### config.mk
export PLATFORM = sky130hd
export DESIGN_NAME = usbin_endpoint
export DESIGN_NICKNAME = d
export VERILOG_FILES = /design/src/include/usbin_pkg.sv /design/src/rtl/usbin_endpoint.sv
export VERILOG_INCLUDE_DIRS = /design/src /design/src/include
export SDC_FILE = /design/constraint.sdc
export NUM_CORES = 1
export LEC_CHECK = 0
export ABC_AREA = 1
export BUFFER_PORTS_ARGS = -buffer_cell sky130_fd_sc_hd__clkbuf_2
export CELL_PAD_IN_SITES_DETAIL_PLACEMENT = 1
export CELL_PAD_IN_SITES_GLOBAL_PLACEMENT = 2
export CORE_MARGIN = 1.5
export CORE_UTILIZATION = 26
export DETAILED_ROUTE_END_ITERATION = 16
export PLACE_DENSITY_LB_ADDON = 0.1
export SLEW_MARGIN = 30
export SYNTH_ARGS = -nofsm -noshare
export SYNTH_HDL_FRONTEND = slang
export SYNTH_SLANG_ARGS = --single-unit
### constraint.sdc
create_clock -name pclk -period 5.3 [get_ports pclk]
set_input_delay 0.53 -clock pclk [delete_from_list [all_inputs] [get_ports pclk]]
set_output_delay 0.53 -clock pclk [all_outputs]
set_load 0.1 [all_outputs]
### src/include/usbin_defs.svh
// constants of the first non-control IN endpoint: offsets, bit positions, reset values
// assumes a 32-bit APB slave, one register to an aligned word
`ifndef USBIN_DEFS_SVH
`define USBIN_DEFS_SVH
// Overview of operation
// - endpoint registers appear only when index selects them
// - iso bit 6 clear means bulk/interrupt mode
// - interrupt on delivery, non-empty flush, or stall
// - bulk IN with packet: send, clear loaded, interrupt
// - loaded without bytes sends a zero-length packet
// - force-halt stalls bulk IN tokens, ignored in iso
// - each stall sets flag, flushes, clears loaded, interrupts
// - double buffering frees loaded bit early, no interrupt
// - force-toggle flips on each data packet sent, else only on ACK
// - iso with nothing ready: zero-length packet, underrun
// - bulk NAK sets underrun; software clears it
// - iso deferred packets wait for next SOF
// - toggle-clear write zeroes toggle, reads zero
// - flush drops one packet and self-clears
// - queue-not-empty bit shows FIFO occupancy
// - bit 7 high selects two-packet buffering

// register indexes; byte address is four times the index
`define USBIN_IDX_INDEX      8'h01
`define USBIN_IDX_IRQ_STAT   8'h02
`define USBIN_IDX_IRQ_MASK   8'h03
`define USBIN_IDX_FRAME_CFG  8'h0F
`define USBIN_IDX_CTRL_LOW   8'h11
`define USBIN_IDX_CTRL_HIGH  8'h12

// control low fields
`define USBIN_LO_LOADED      0
`define USBIN_LO_NOT_EMPTY   1
`define USBIN_LO_UNDERRUN    2
`define USBIN_LO_FLUSH       3
`define USBIN_LO_HALT        4
`define USBIN_LO_HALT_SENT   5
`define USBIN_LO_TOG_CLR     6
// control high fields
`define USBIN_HI_FORCE_TOG   3
`define USBIN_HI_ISO         6
`define USBIN_HI_DBL         7
// frame configuration field
`define USBIN_CFG_DEFER      0

`define USBIN_RST_BYTE       8'h00
`define USBIN_RST_INDEX      4'h0
`endif

### src/include/usbin_pkg.sv
// types shared by the IN endpoint logic
// assumes the serial bus engine consumes the answer record one cycle after a token
package usbin_pkg;
	// handshake or packet kind returned for an IN token
	typedef enum logic [1:0] {
		USBIN_NAK   = 2'b00,
		USBIN_DATA  = 2'b01,
		USBIN_STALL = 2'b10
	} usbin_kind_t;

	// answer record toward the serial bus engine
	typedef struct packed {
		logic        valid;    // one-cycle strobe
		usbin_kind_t kind;     // what to send
		logic        toggle;   // data pid toggle for a data packet
		logic        zero_len; // data packet carries no bytes
	} usbin_resp_t;
endpackage : usbin_pkg

### src/rtl/usbin_endpoint.sv
// IN endpoint control: APB registers, packet queue, token answers, interrupt
// assumes the serial bus engine and FIFO write path run on pclk
//
// Chosen here: the APB register port.
`include "usbin_defs.svh"
`timescale 1ns/1ps
`default_nettype none

module usbin_endpoint
	import usbin_pkg::*;
#(
	parameter logic [3:0] EP_NUM = 4'h1  // index value that selects this endpoint
) (
	input  wire logic        pclk,
	input  wire logic        presetn,
	input  wire logic        psel,
	input  wire logic        penable,
	input  wire logic        pwrite,
	input  wire logic [31:0] paddr,
	input  wire logic [31:0] pwdata,
	output logic [31:0]      prdata,
	output logic             pready,
	output logic             pslverr,
	input  wire logic        in_token_i,
	input  wire logic        sof_i,
	input  wire logic        host_ack_i,
	input  wire logic        fifo_byte_wr_i,
	output usbin_resp_t      resp_o,
	output logic             fifo_flush_o,
	output logic             irq_o
);

	// software state
	logic [3:0] index_r;       // endpoint selection
	logic       halt_r;        // force halt
	logic       halt_sent_r;   // stall was sent
	logic       underrun_r;    // underrun flag
	logic       loaded_r;      // packet loaded bit as read
	logic       flush_busy_r;  // flush bit while in progress
	logic       dbl_r;         // double buffering
	logic       iso_r;         // isochronous mode
	logic       ftog_r;        // force toggle
	logic       defer_r;       // deferred frame update
	logic       irq_stat_r;    // sticky endpoint event
	logic       irq_mask_r;    // event enable
	logic       toggle_r;      // data toggle
	// packet queue
	logic [1:0] ready_r;       // packets sendable now
	logic [1:0] held_r;        // packets waiting for SOF
	logic [1:0] zl_r;          // zero-length mark per queue slot, head at 0
	logic       bytes_r;       // bytes written since last commit, flush or stall
	logic [31:0] prdata_r;     // registered read data
	logic [1:0] total;         // packets held
	logic [1:0] cap;           // queue capacity

	// bus decode
	logic       wr_en;         // write takes effect
	logic [7:0] idx;           // word index of the access
	logic       ep_sel;        // endpoint registers visible
	logic       mapped;        // address is decoded
	logic       wr_lo;         // write to control low
	logic       commit;        // software loads a packet
	logic       sw_flush;      // software flush with a packet present
	logic       tog_clr;       // toggle clear request
	// token decode
	logic       tk_stall;      // answer with stall
	logic       tk_send;       // answer with a queued packet
	logic       tk_zlp;        // iso underrun zero-length answer
	logic       tk_nak;        // bulk answer with nak
	logic       ev;            // interrupt-worthy event

	// a token stalls the bus for one cycle so token and write never collide
	assign pready  = ~in_token_i;
	assign idx     = paddr[9:2];
	assign ep_sel  = (index_r == EP_NUM);
	assign wr_en   = psel & penable & pready & pwrite;
	assign total   = 2'(ready_r + held_r);
	assign cap     = dbl_r ? 2'd2 : 2'd1;

	// address decoding
	always_comb begin
		mapped = 1'b1;
		if (idx == `USBIN_IDX_INDEX) begin
			mapped = 1'b1;
		end else if (idx == `USBIN_IDX_IRQ_STAT || idx == `USBIN_IDX_IRQ_MASK) begin
			mapped = 1'b1;
		end else if (idx == `USBIN_IDX_FRAME_CFG) begin
			mapped = 1'b1;
		end else if (idx == `USBIN_IDX_CTRL_LOW || idx == `USBIN_IDX_CTRL_HIGH) begin
			mapped = 1'b1;
		end else begin
			mapped = 1'b0;
		end
	end
	assign pslverr = psel & penable & ~mapped;

	// endpoint writes only land while the index selects it
	assign wr_lo    = wr_en & ep_sel & (idx == `USBIN_IDX_CTRL_LOW);
	assign commit   = wr_lo & pwdata[`USBIN_LO_LOADED] & (total < cap);
	assign sw_flush = wr_lo & pwdata[`USBIN_LO_FLUSH] & (total != 2'd0);
	assign tog_clr  = wr_lo & pwdata[`USBIN_LO_TOG_CLR];

	// token decode; iso ignores halt, bulk and interrupt are alike
	assign tk_stall = in_token_i & ~iso_r & halt_r;
	assign tk_send  = in_token_i & ~tk_stall & (ready_r != 2'd0);
	assign tk_zlp   = in_token_i & iso_r & (ready_r == 2'd0);
	assign tk_nak   = in_token_i & ~iso_r & ~halt_r & (ready_r == 2'd0);
	assign ev       = tk_stall | tk_send | sw_flush;

	// read data latched every selected cycle
	always_ff @(posedge pclk or negedge presetn) begin
		if (!presetn) begin
			prdata_r <= 32'h0000_0000;
		end else if (psel) begin
			prdata_r <= 32'h0000_0000;
			if (idx == `USBIN_IDX_INDEX) begin
				prdata_r[3:0] <= index_r;
			end else if (idx == `USBIN_IDX_IRQ_STAT) begin
				prdata_r[0] <= irq_stat_r;
			end else if (idx == `USBIN_IDX_IRQ_MASK) begin
				prdata_r[0] <= irq_mask_r;
			end else if (idx == `USBIN_IDX_FRAME_CFG) begin
				prdata_r[`USBIN_CFG_DEFER] <= defer_r;
			end else if (idx == `USBIN_IDX_CTRL_LOW && ep_sel) begin
				prdata_r[`USBIN_LO_LOADED]    <= loaded_r;
				prdata_r[`USBIN_LO_NOT_EMPTY] <= (total != 2'd0);
				prdata_r[`USBIN_LO_UNDERRUN]  <= underrun_r;
				prdata_r[`USBIN_LO_FLUSH]     <= flush_busy_r;
				prdata_r[`USBIN_LO_HALT]      <= halt_r;
				prdata_r[`USBIN_LO_HALT_SENT] <= halt_sent_r;
				// toggle-clear bit always reads zero
			end else if (idx == `USBIN_IDX_CTRL_HIGH && ep_sel) begin
				prdata_r[`USBIN_HI_DBL]       <= dbl_r;
				prdata_r[`USBIN_HI_ISO]       <= iso_r;
				prdata_r[`USBIN_HI_FORCE_TOG] <= ftog_r;
			end
		end
	end
	assign prdata = prdata_r;

	// plain configuration registers
	always_ff @(posedge pclk or negedge presetn) begin
		if (!presetn) begin
			index_r    <= `USBIN_RST_INDEX;
			dbl_r      <= 1'b0;
			iso_r      <= 1'b0;
			ftog_r     <= 1'b0;
			defer_r    <= 1'b0;
			irq_mask_r <= 1'b0;
			halt_r     <= 1'b0;
		end else if (wr_en) begin
			if (idx == `USBIN_IDX_INDEX) begin
				index_r <= pwdata[3:0];
			end else if (idx == `USBIN_IDX_IRQ_MASK) begin
				irq_mask_r <= pwdata[0];
			end else if (idx == `USBIN_IDX_FRAME_CFG) begin
				defer_r <= pwdata[`USBIN_CFG_DEFER];
			end else if (idx == `USBIN_IDX_CTRL_HIGH && ep_sel) begin
				dbl_r  <= pwdata[`USBIN_HI_DBL];
				iso_r  <= pwdata[`USBIN_HI_ISO];
				ftog_r <= pwdata[`USBIN_HI_FORCE_TOG];
			end else if (wr_lo) begin
				halt_r <= pwdata[`USBIN_LO_HALT];     // writing 0 ends stalls
			end
		end
	end

	// sticky flags; hardware set wins over software clear
	always_ff @(posedge pclk or negedge presetn) begin
		if (!presetn) begin
			halt_sent_r <= 1'b0;
			underrun_r  <= 1'b0;
		end else begin
			if (tk_stall) begin
				halt_sent_r <= 1'b1;
			end else if (wr_lo) begin
				halt_sent_r <= pwdata[`USBIN_LO_HALT_SENT];
			end
			if (tk_zlp | tk_nak) begin
				underrun_r <= 1'b1;
			end else if (wr_lo) begin
				underrun_r <= pwdata[`USBIN_LO_UNDERRUN];
			end
		end
	end

	// interrupt status and level output
	always_ff @(posedge pclk or negedge presetn) begin
		if (!presetn) begin
			irq_stat_r <= 1'b0;
		end else if (ev) begin
			irq_stat_r <= 1'b1;
		end else if (wr_en && idx == `USBIN_IDX_IRQ_STAT && pwdata[0]) begin
			irq_stat_r <= 1'b0;
		end
	end
	assign irq_o = irq_stat_r & irq_mask_r;

	// bytes-written tracker for zero-length packets
	always_ff @(posedge pclk or negedge presetn) begin
		if (!presetn) begin
			bytes_r <= 1'b0;
		end else if (commit | sw_flush | tk_stall) begin
			bytes_r <= 1'b0;
		end else if (fifo_byte_wr_i) begin
			bytes_r <= 1'b1;
		end
	end

	// packet queue: stall empties it, send or flush pops, commit pushes, SOF releases
	always_ff @(posedge pclk or negedge presetn) begin
		if (!presetn) begin
			ready_r <= 2'd0;
			held_r  <= 2'd0;
			zl_r    <= 2'b00;
		end else if (tk_stall) begin
			ready_r <= 2'd0;
			held_r  <= 2'd0;
		end else if (tk_send) begin
			ready_r <= 2'(ready_r - 2'd1);
			zl_r    <= {1'b0, zl_r[1]};
		end else if (sw_flush) begin
			zl_r <= {1'b0, zl_r[1]};
			if (ready_r != 2'd0) begin
				ready_r <= 2'(ready_r - 2'd1);
			end else begin
				held_r <= 2'(held_r - 2'd1);
			end
		end else if (commit) begin
			zl_r[total[0]] <= ~bytes_r;
			// a frame start in the same cycle still releases the older packets
			if (iso_r & defer_r) begin
				held_r  <= sof_i ? 2'd1 : 2'(held_r + 2'd1);
				ready_r <= sof_i ? total : ready_r;
			end else begin
				ready_r <= sof_i ? 2'(total + 2'd1) : 2'(ready_r + 2'd1);
				held_r  <= sof_i ? 2'd0 : held_r;
			end
		end else if (sof_i) begin
			ready_r <= total;
			held_r  <= 2'd0;
		end
	end

	// packet-loaded bit as software sees it
	always_ff @(posedge pclk or negedge presetn) begin
		if (!presetn) begin
			loaded_r <= 1'b0;
		end else if (tk_stall | tk_send | sw_flush) begin
			loaded_r <= 1'b0;
		end else if (commit) begin
			// a free second slot or a deferred packet reads back as zero
			loaded_r <= ~(iso_r & defer_r) & ~(dbl_r & total == 2'd0);
		end else if (sof_i && held_r != 2'd0) begin
			loaded_r <= ~(dbl_r & total < 2'd2);
		end
	end

	// flush bit stays visible for the one cycle the flush takes
	always_ff @(posedge pclk or negedge presetn) begin
		if (!presetn) begin
			flush_busy_r <= 1'b0;
			fifo_flush_o <= 1'b0;
		end else begin
			flush_busy_r <= sw_flush;
			fifo_flush_o <= sw_flush | tk_stall;
		end
	end

	// data toggle
	always_ff @(posedge pclk or negedge presetn) begin
		if (!presetn) begin
			toggle_r <= 1'b0;
		end else if (tog_clr) begin
			toggle_r <= 1'b0;
		end else if ((ftog_r & (tk_send | tk_zlp)) | (~ftog_r & host_ack_i)) begin
			toggle_r <= ~toggle_r;
		end
	end

	// answer record, one cycle after the token
	always_ff @(posedge pclk or negedge presetn) begin
		if (!presetn) begin
			resp_o <= '0;
		end else begin
			resp_o.valid    <= in_token_i;
			resp_o.toggle   <= toggle_r;
			resp_o.zero_len <= tk_zlp | (tk_send & zl_r[0]);
			if (tk_stall) begin
				resp_o.kind <= USBIN_STALL;
			end else if (tk_send | tk_zlp) begin
				resp_o.kind <= USBIN_DATA;
			end else begin
				resp_o.kind <= USBIN_NAK;
			end
		end
	end

	// checks
	AST_STALL_ANSWER: assert property (@(posedge pclk) disable iff (!presetn)
		in_token_i && !iso_r && halt_r |=> resp_o.valid && resp_o.kind == USBIN_STALL)
		else $error("halted bulk token not stalled");
	AST_STALL_EFFECTS: assert property (@(posedge pclk) disable iff (!presetn)
		tk_stall |=> halt_sent_r && fifo_flush_o && !loaded_r && total == 2'd0 && irq_stat_r)
		else $error("stall side effects missing");
	AST_NAK_UNDERRUN: assert property (@(posedge pclk) disable iff (!presetn)
		tk_nak |=> resp_o.kind == USBIN_NAK && underrun_r)
		else $error("nak without underrun");
	AST_ISO_ZLP: assert property (@(posedge pclk) disable iff (!presetn)
		in_token_i && iso_r && ready_r == 2'd0 |=> resp_o.kind == USBIN_DATA && resp_o.zero_len && underrun_r)
		else $error("iso underrun not answered");
	AST_SEND_CLEARS: assert property (@(posedge pclk) disable iff (!presetn)
		tk_send |=> resp_o.kind == USBIN_DATA && !loaded_r && irq_stat_r && ready_r == $past(ready_r) - 2'd1)
		else $error("send did not pop the queue");
	AST_DEFER_WAIT: assert property (@(posedge pclk) disable iff (!presetn)
		held_r != 2'd0 && !sof_i && !tk_stall && !sw_flush |=> held_r != 2'd0 && !loaded_r)
		else $error("deferred packet released early");
	AST_TOG_CLEAR: assert property (@(posedge pclk) disable iff (!presetn)
		tog_clr |=> !toggle_r ##1 !toggle_r || $past(host_ack_i) || $past(tk_send | tk_zlp))
		else $error("toggle clear failed");
	AST_FLUSH_SELF: assert property (@(posedge pclk) disable iff (!presetn)
		sw_flush |=> flush_busy_r && fifo_flush_o && irq_stat_r ##1 !flush_busy_r || $past(sw_flush))
		else $error("flush bit did not self-clear");
	AST_DBL_EARLY: assert property (@(posedge pclk) disable iff (!presetn)
		commit && dbl_r && total == 2'd0 && !irq_stat_r |=> !loaded_r && !irq_stat_r)
		else $error("double buffer first packet not freed quietly");
	AST_FTOG: assert property (@(posedge pclk) disable iff (!presetn)
		ftog_r && tk_send && !tog_clr |=> toggle_r != $past(toggle_r))
		else $error("forced toggle not flipped");
	AST_IRQ_LEVEL: assert property (@(posedge pclk) disable iff (!presetn)
		ev && irq_mask_r |=> irq_o)
		else $error("event did not raise interrupt");
	AST_SOF_RELEASE: assert property (@(posedge pclk) disable iff (!presetn)
		sof_i && held_r != 2'd0 && !commit && !sw_flush && !in_token_i |=> held_r == 2'd0 && ready_r == $past(total))
		else $error("frame start did not release deferred packets");
	AST_LOADED_QUEUED: assert property (@(posedge pclk) disable iff (!presetn)
		loaded_r |-> total != 2'd0)
		else $error("loaded bit without a queued packet");

	COV_SEND: cover property (@(posedge pclk) disable iff (!presetn) tk_send ##1 host_ack_i);
	COV_STALL: cover property (@(posedge pclk) disable iff (!presetn) tk_stall);
	COV_DEFER: cover property (@(posedge pclk) disable iff (!presetn) held_r != 2'd0 ##[1:50] sof_i);
	COV_DOUBLE: cover property (@(posedge pclk) disable iff (!presetn) total == 2'd2);
	COV_ISO_UNDERRUN: cover property (@(posedge pclk) disable iff (!presetn) tk_zlp);

endmodule : usbin_endpoint

`default_nettype wire

==> run_results.csv, run 1 <==
group,metric,value,unit
yosys,synth_edf_count,0,
worst_setup_path,crit_path_end_kind,"output pin",
clock_tree,path_clk_slew,80,ps
global_routing,grt_pass1_vias,2185,
yosys,synth_top_area_share,39.1,%
global_routing,antenna_found_initial,0,
clock_tree,post_cts_buffers,0,
worst_setup_path,r2r-start,"held_r[0]$_DFFE_PN0P_",
yosys,ys_top_cells_by_count,"76 x nand2_1, 40 x inv_1, 37 x dfrtp_1",
pwr,power_switching,426,uW
routing,vias_per_cell,4.48,
pwr,total_leakage_power,0.00144,uW
pwr,power.share.sequential,33.7,%
outcome,status,"completed",
placement,dp_hpwl,5410,um
cells_and_area,fin_nets,444,
cells_and_area,multi_input_area,0.00117,sq mm
worst_setup_path,reg2reg_depth,15,
yosys,synth_xor_area_share,0.740,%
pwr,p_per_area,348,mW/mm^2
worst_setup_path,path_cells,"clkbuf_2 -> nor2_1 -> nand3_1 -> nor4_1 -> nor2_1 -> nand4_1 -> nor3_1 -> clkbuf_2",
clock_tree,clock_tree.buffer_depth,2,
yosys,synth-adder-area-share,3.17,%
yosys,async_reset_ff_share,100,%
yosys,synthMuxAreaShare,0,%
sta,tightest_slew,550,ps
yosys,synthMostInstantiatedCell,"nand2_1",
run,maxCapViolCount,0,
pwr,p_sw_share,44.8,%
yosys,synth-seq-cells,37,
pwr,pwr-share-clk,27.4,%
cells_and_area,final_cell_area,0.00273,sq mm
placement,dpl-instance-area,0.00261,sq mm
global_routing,overflow,0,
worst_setup_path,endpoint,"pslverr",
global_routing,grt_pass1_wl,11100,um
worst_hold_path,hold_class,"in2async",
cells_and_area,area_delta_synth_final,15.2,%
floorplanning,core,0.00876,sq mm
sta,rsz0062_at_grt,"false",
worst_setup_path,required,4770,ps
clock_tree,clkLatencyLatePin,290,ps
yosys,yosysWarnings,0,
clock_tree,cts_hold_buf,0,
clock_tree,cts_buffers,5,
yosys,syn_area,0.00237,sq mm
worst_setup_path,rrSetupSlack,2840,ps
global_routing,grt.total_usage,14.7,%
yosys,synth-compound-area-share,10.5,%
routing,vias,2123,
pwr,combPwrFrac,38.9,%
worst_setup_path,critPathKind,"in2out",
floorplanning,start_util,27.0,%
cells_and_area,fillers,1102,
clock_tree,post_cts_resized,0,
sta,fmax,387,MHz
worst_setup_path,startpoint,"paddr[9]",
worst_setup_path,worst_r2r_endpoint,"zl_r[1]$_DFFE_PN0P_",
pwr,vdd_drop_max,0.0883,mV
sta,drv_slew,0,
floorplanning,rows,34,
sta,fin_worst_skew,6.58,ps
placement,numPlacedInstances,466,
worst_setup_path,arrival,2060,ps
sta,period_needed,2590,ps
sta,setup_viol,0,
placement,io_buffers,41,
routing,drc,0,
worst_setup_path,crit_path_start_kind,"input pin",
sta,setup_ws,2710,ps
sta,max-slew-margin-rel,63.3,%
global_routing,grt_max_degree,38,
routing,routed_wl,6800,um
yosys,yosysTopAreaCell,"dfrtp_1",
yosys,synth_cells,319,
worst_setup_path,slowest_delay,420,ps
floorplanning,die_w,98.4,um
cells_and_area,seqCellArea,926,sq um
routing,wl_per_cell,14.3,um
yosys,netlist-cell-type-count,34,
placement,place_congestion,0.801,
yosys,synth.avg_cell_area,7.42,sq um
pwr,power.internal,525,uW
sta,finalCritPeriodShare,48.8,%
cells_and_area,n_antenna_cell,0,
yosys,synthFlopType,"dfrtp_1",
pwr,total_power,951,uW
clock_tree,cts-htree-levels,2,
clock_tree,cts_root_buffer,"clkbuf_8",
worst_setup_path,cp_max_fo,5,
sta,fin_tns_setup,0,ps
sta,hold_viol,0,
worst_setup_path,crit_slowest_cell,"nor4_1",
yosys,yosys-top-cells-area,"dfrtp_1 39%, nand2_1 12%, buf_4 7.6%",
routing,ant_nets,0,
routing,drt-pass1-iter-count,4,
floorplanning,io_pins,114,
yosys,synth_top_family_by_area,"simple AND/OR/NAND/NOR gates",
routing,drtIter0Drc,57,
floorplanning,dieHeight,98.4,um
clock_tree,cts.sinks,37,
clock_tree,cts_tree,"built",
cells_and_area,instances_no_fill,474,
yosys,yosysSeqAreaShare,39.1,%
yosys,synthSimpleGateAreaFrac,31.3,%
cells_and_area,drive_above_1_share,19.4,%
placement,pre_cts_ws,2700,ps
floorplanning,die_area,0.00969,sq mm
[power by group through the flow]
stage | Sequential (uW) | Clock, uW | Combinational, uW
floorplan | 375 | 0 | 254
global placement | 327 | 0 | 371
detailed placement | 326 | 0 | 373
CTS | 321 | 269 | 375
global route | 326 | 283 | 407
finish | 321 | 260 | 370
[metrics by stage]
stage	util, %	hold slack [ps]
6_report	31.1	239
5_1_grt	31.1	271
4_1_cts	31.1	256
3_5_place_dp	29.8	394
3_3_place_gp	29.8	386
2_1_floorplan	-	234
[worst min path at each step]
| stage | end | slack, ps |
|---|---|---|
| CTS | held_r[0]$_DFFE_PN0P_ | 260 |
| floorplan | bytes_r$_DFFE_PN0P_ | 230 |
| global route | held_r[0]$_DFFE_PN0P_ | 270 |
| global placement | resp_o[1]$_DFF_PN0_ | 390 |
| detailed placement | resp_o[1]$_DFF_PN0_ | 390 |
| finish | prdata[0]$_DFFE_PN0P_ | 240 |
[logic make-up (layout without fill, tap and decap cells)]
group	count (synthesis)	count (layout)
AOI/OAI and AO/OA	42	42
buffers and inverters	71	95
adders and majority gates	6	6
and+or+nand+nor	160	160
DFF	37	37
xor gates and xnor gates	2	2
other	1	24
[state kept, by name, summed over array words and instances, names as in the netlist, 2 cells and up]
name	count
resp_o	5
prdata	8
zl_r	2
held_r	2
ready_r	2
index_r	4
[metal layers]
metal  vias to the layer above  GRT usage [%]  routed length [um]
met1                      1001           20.4                3400
li1                       1067              -                   -
met2                        50           23.4                3060
met4                         0           3.68                  49
met5                         -              0                   0
met3                         5           3.19                 286
[critical path: cells and delay by family]
kind,cells,cell delay [ps]
buffers and inverters,2,460
AND/OR/NAND/NOR,6,1050
[placed cells by master (no fill, tap or decap), types with 2 or more instances in the layout]
cell      count
a21oi_1      11
a22oi_1       2
a31oi_1       2
clkbuf_2     40
clkbuf_8      5
conb_1       24
dfrtp_1      37
ha_1          6
inv_1        40
inv_2         6
nand2_1      76
nand2_2       3
nand3_1      17
nand3_2       3
nand4_1       8
nor2_1       35
nor2_2        4
nor2_4        4
nor3_1        4
o211ai_1      3
o21ai_0       8
o21ai_1       7
o31ai_1       5
xor2_1        2
[final cells by class]
type,count,share of cell area [%]
Clock buffer,5,2.52
Clock inverter,3,1.70
Inverter,46,6.33
Multi-Input combinational cell,234,43.0
Sequential cell,37,33.9
Tap cell,108,4.95
Timing Repair Buffer,41,7.61
Note: power is estimated with default switching activity, not from simulation.
==> inputs of run 2 (changes only) <==
--- a/config.mk
+++ b/config.mk
@@ -11,7 +11,7 @@
 export CELL_PAD_IN_SITES_DETAIL_PLACEMENT = 1
 export CELL_PAD_IN_SITES_GLOBAL_PLACEMENT = 2
 export CORE_MARGIN = 1.5
-export CORE_UTILIZATION = 26
+export CORE_UTILIZATION = 24
 export DETAILED_ROUTE_END_ITERATION = 16
 export PLACE_DENSITY_LB_ADDON = 0.1
 export SLEW_MARGIN = 30
==> constraint.sdc (replaced) <==
create_clock -name pclk -period 2.5 [get_ports pclk]
set_input_delay 0.25 -clock pclk [delete_from_list [all_inputs] [get_ports pclk]]
set_output_delay 0.25 -clock pclk [all_outputs]
set_load 0.1 [all_outputs]
==> run 2 against run 1 <==
  * Wire length grew 3.1%
  * Die area is 8.1% higher
  * Combinational power increased by 120%
  * Cell area increased by 3.0%
  * Non-clock buffer count grew 6
  * Highest routed layer unchanged
  * Sequential power increased by 110%
  * Clock power is 110% higher
  * Critical path type is now reg2reg
  * Total power is 120% higher
  * Critical endpoint is now zl_r[1]$_DFFE_PN0P_
  * First-iteration DRC count is 5.3% lower
  * The run now ends with negative hold slack left
==> run_results.csv, run 2 (same netlist as run 1, synthesis figures left out) <==
group,metric,value,unit
clock_tree,cts_tree,"built",
cells_and_area,final_cell_area,0.00281,sq mm
outcome,status,"complete, but fails checks",
floorplanning,io_pins,114,
routing,routed_wl,7010,um
clock_tree,path_clk_slew,90,ps
clock_tree,clkLatencyLatePin,300,ps
sta,finalCritPeriodShare,91.7,%
placement,dpl-instance-area,0.00269,sq mm
global_routing,grt_pass1_vias,2144,
global_routing,overflow,0,
cells_and_area,multi_input_area,0.00118,sq mm
cells_and_area,area_delta_synth_final,18.6,%
cells_and_area,mostFrequentLayoutCells,"75 x nand2_1, 41 x clkbuf_2, 40 x inv_1",
clock_tree,post_cts_buffers,0,
sta,rsz0062_at_grt,"false",
outcome,violations,"negative hold slack",
routing,vias_per_cell,4.20,
clock_tree,clock_tree.buffer_depth,2,
clock_tree,cts-htree-levels,2,
worst_setup_path,crit_path_start_kind,"flop",
sta,max-slew-margin-rel,63.8,%
worst_setup_path,crit_path_end_kind,"flop",
sta,hold_viol,7,
pwr,vdd_drop_max,0.206,mV
sta,period_needed,2290,ps
placement,dp_hpwl,5560,um
floorplanning,core,0.00968,sq mm
routing,vias,2121,
cells_and_area,fillers,1228,
floorplanning,start_util,24.5,%
floorplanning,die_area,0.0105,sq mm
worst_hold_path,hold_class,"in2async",
run,maxCapViolCount,0,
cells_and_area,drive_above_1_share,21.2,%
cells_and_area,n_antenna_cell,0,
routing,drt-pass1-iter-count,4,
clock_tree,cts_root_buffer,"clkbuf_8",
placement,io_buffers,41,
sta,fin_tns_setup,0,ps
worst_setup_path,required,2690,ps
sta,setup_viol,0,
sta,fmax,436,MHz
cells_and_area,seqCellArea,926,sq um
routing,drtIter0Drc,54,
placement,place_congestion,0.791,
floorplanning,dieHeight,102,um
cells_and_area,largest_reg_flops,8,
pwr,total_leakage_power,0.00147,uW
cells_and_area,fin_nets,450,
global_routing,grt_max_degree,38,
placement,numPlacedInstances,497,
sta,tightest_slew,545,ps
pwr,p_per_area,727,mW/mm^2
floorplanning,rows,36,
clock_tree,cts_buffers,5,
global_routing,antenna_found_initial,0,
cells_and_area,instances_no_fill,505,
worst_setup_path,cp_max_fo,7,
sta,fin_worst_skew,6.19,ps
cells_and_area,mostFrequentLayoutCell,"nand2_1",
routing,drc,0,
sta,drv_slew,0,
worst_setup_path,critPathKind,"reg2reg",
global_routing,grt_pass1_wl,11500,um
global_routing,grt.total_usage,14.6,%
worst_setup_path,arrival,2480,ps
clock_tree,cts.sinks,37,
sta,timing.hold.ws,-3.48,ps
routing,ant_nets,0,
floorplanning,die_w,102,um
routing,wl_per_cell,13.9,um
[run 2: changes by cell type in the layout (fill, tap and decap cells not counted), sizes merged]
| cell | change |
|---|---|
| buf | +6 |
[run 2: metrics by stage]
stage / setup WS, ps / total power [uW] / util, %
2_1_floorplan: 332 / 1330 / -
3_5_place_dp: 157 / 1500 / 27.8
6_report: 207 / 2040 / 29.0
3_3_place_gp: 137 / 1500 / 27.8
4_1_cts: 133 / 2080 / 29.0
5_1_grt: 3.13 / 2190 / 29.0
[run 2: metal layers]
metal / track usage (%) / vias to the layer above / share of wire, %
met1: 20.6 / 987 / 52
met5: 0 / - / 0
met4: 4.43 / 0 / 1.2
met2: 23.0 / 46 / 44
met3: 2.46 / 9 / 3.6
li1: - / 1079 / -
[run 2: where the power goes]
group	switching (uW)	internal (uW)	leakage, uW
sequential	27.6	647	0.000449
clock	253	299	0.0000543
combinational	633	185	0.000967
[run 2: repair_timing]
| action | CTS | global route |
|---|---|---|
| gates resized for setup | 0 | 1 |
| setup endpoints to repair | 0 | 5 |
| hold buffers | 0 | 0 |
[run 2: worst paths after layout]
path / slack (ps) / depth (start not counted) / end / startpoint
setup / recovery: 210 / 15 / zl_r[1]$_DFFE_PN0P_ / ready_r[0]$_DFFE_PN0P_
hold / removal: -3 / 2 / index_r[0]$_DFFE_PN0P_ / presetn
setup reg to reg: 210 / 15 / zl_r[1]$_DFFE_PN0P_ / ready_r[0]$_DFFE_PN0P_
hold reg to reg: 400 / 0 / resp_o[1]$_DFF_PN0_ / toggle_r$_DFFE_PN0P_
max in group asynchronous: 2160 / 2 / ready_r[1]$_DFFE_PN0P_ / presetn
min in group pclk: 150 / 2 / toggle_r$_DFFE_PN0P_ / pwdata[6]
[run 2: critical path: stages, from the launching register on]
cell	delay [ps]
dfrtp_1	390
ha_1	210
inv_1	60
nand2_1	60
nand2_1	70
nand2_1	50
nand2_2	110
inv_1	70
ha_1	180
or2_0	210
nor2_1	210
inv_2	70
nor2_4	150
inv_2	90
o211ai_1	160
o21ai_1	90
[run 2: final cells by class]
type	count	area share (%)
Clock buffer	5	2.45
Tap cell	133	5.92
Multi-Input combinational cell	234	42.0
Timing Repair Buffer	47	8.90
Sequential cell	37	32.9
Clock inverter	3	1.65
Inverter	46	6.14
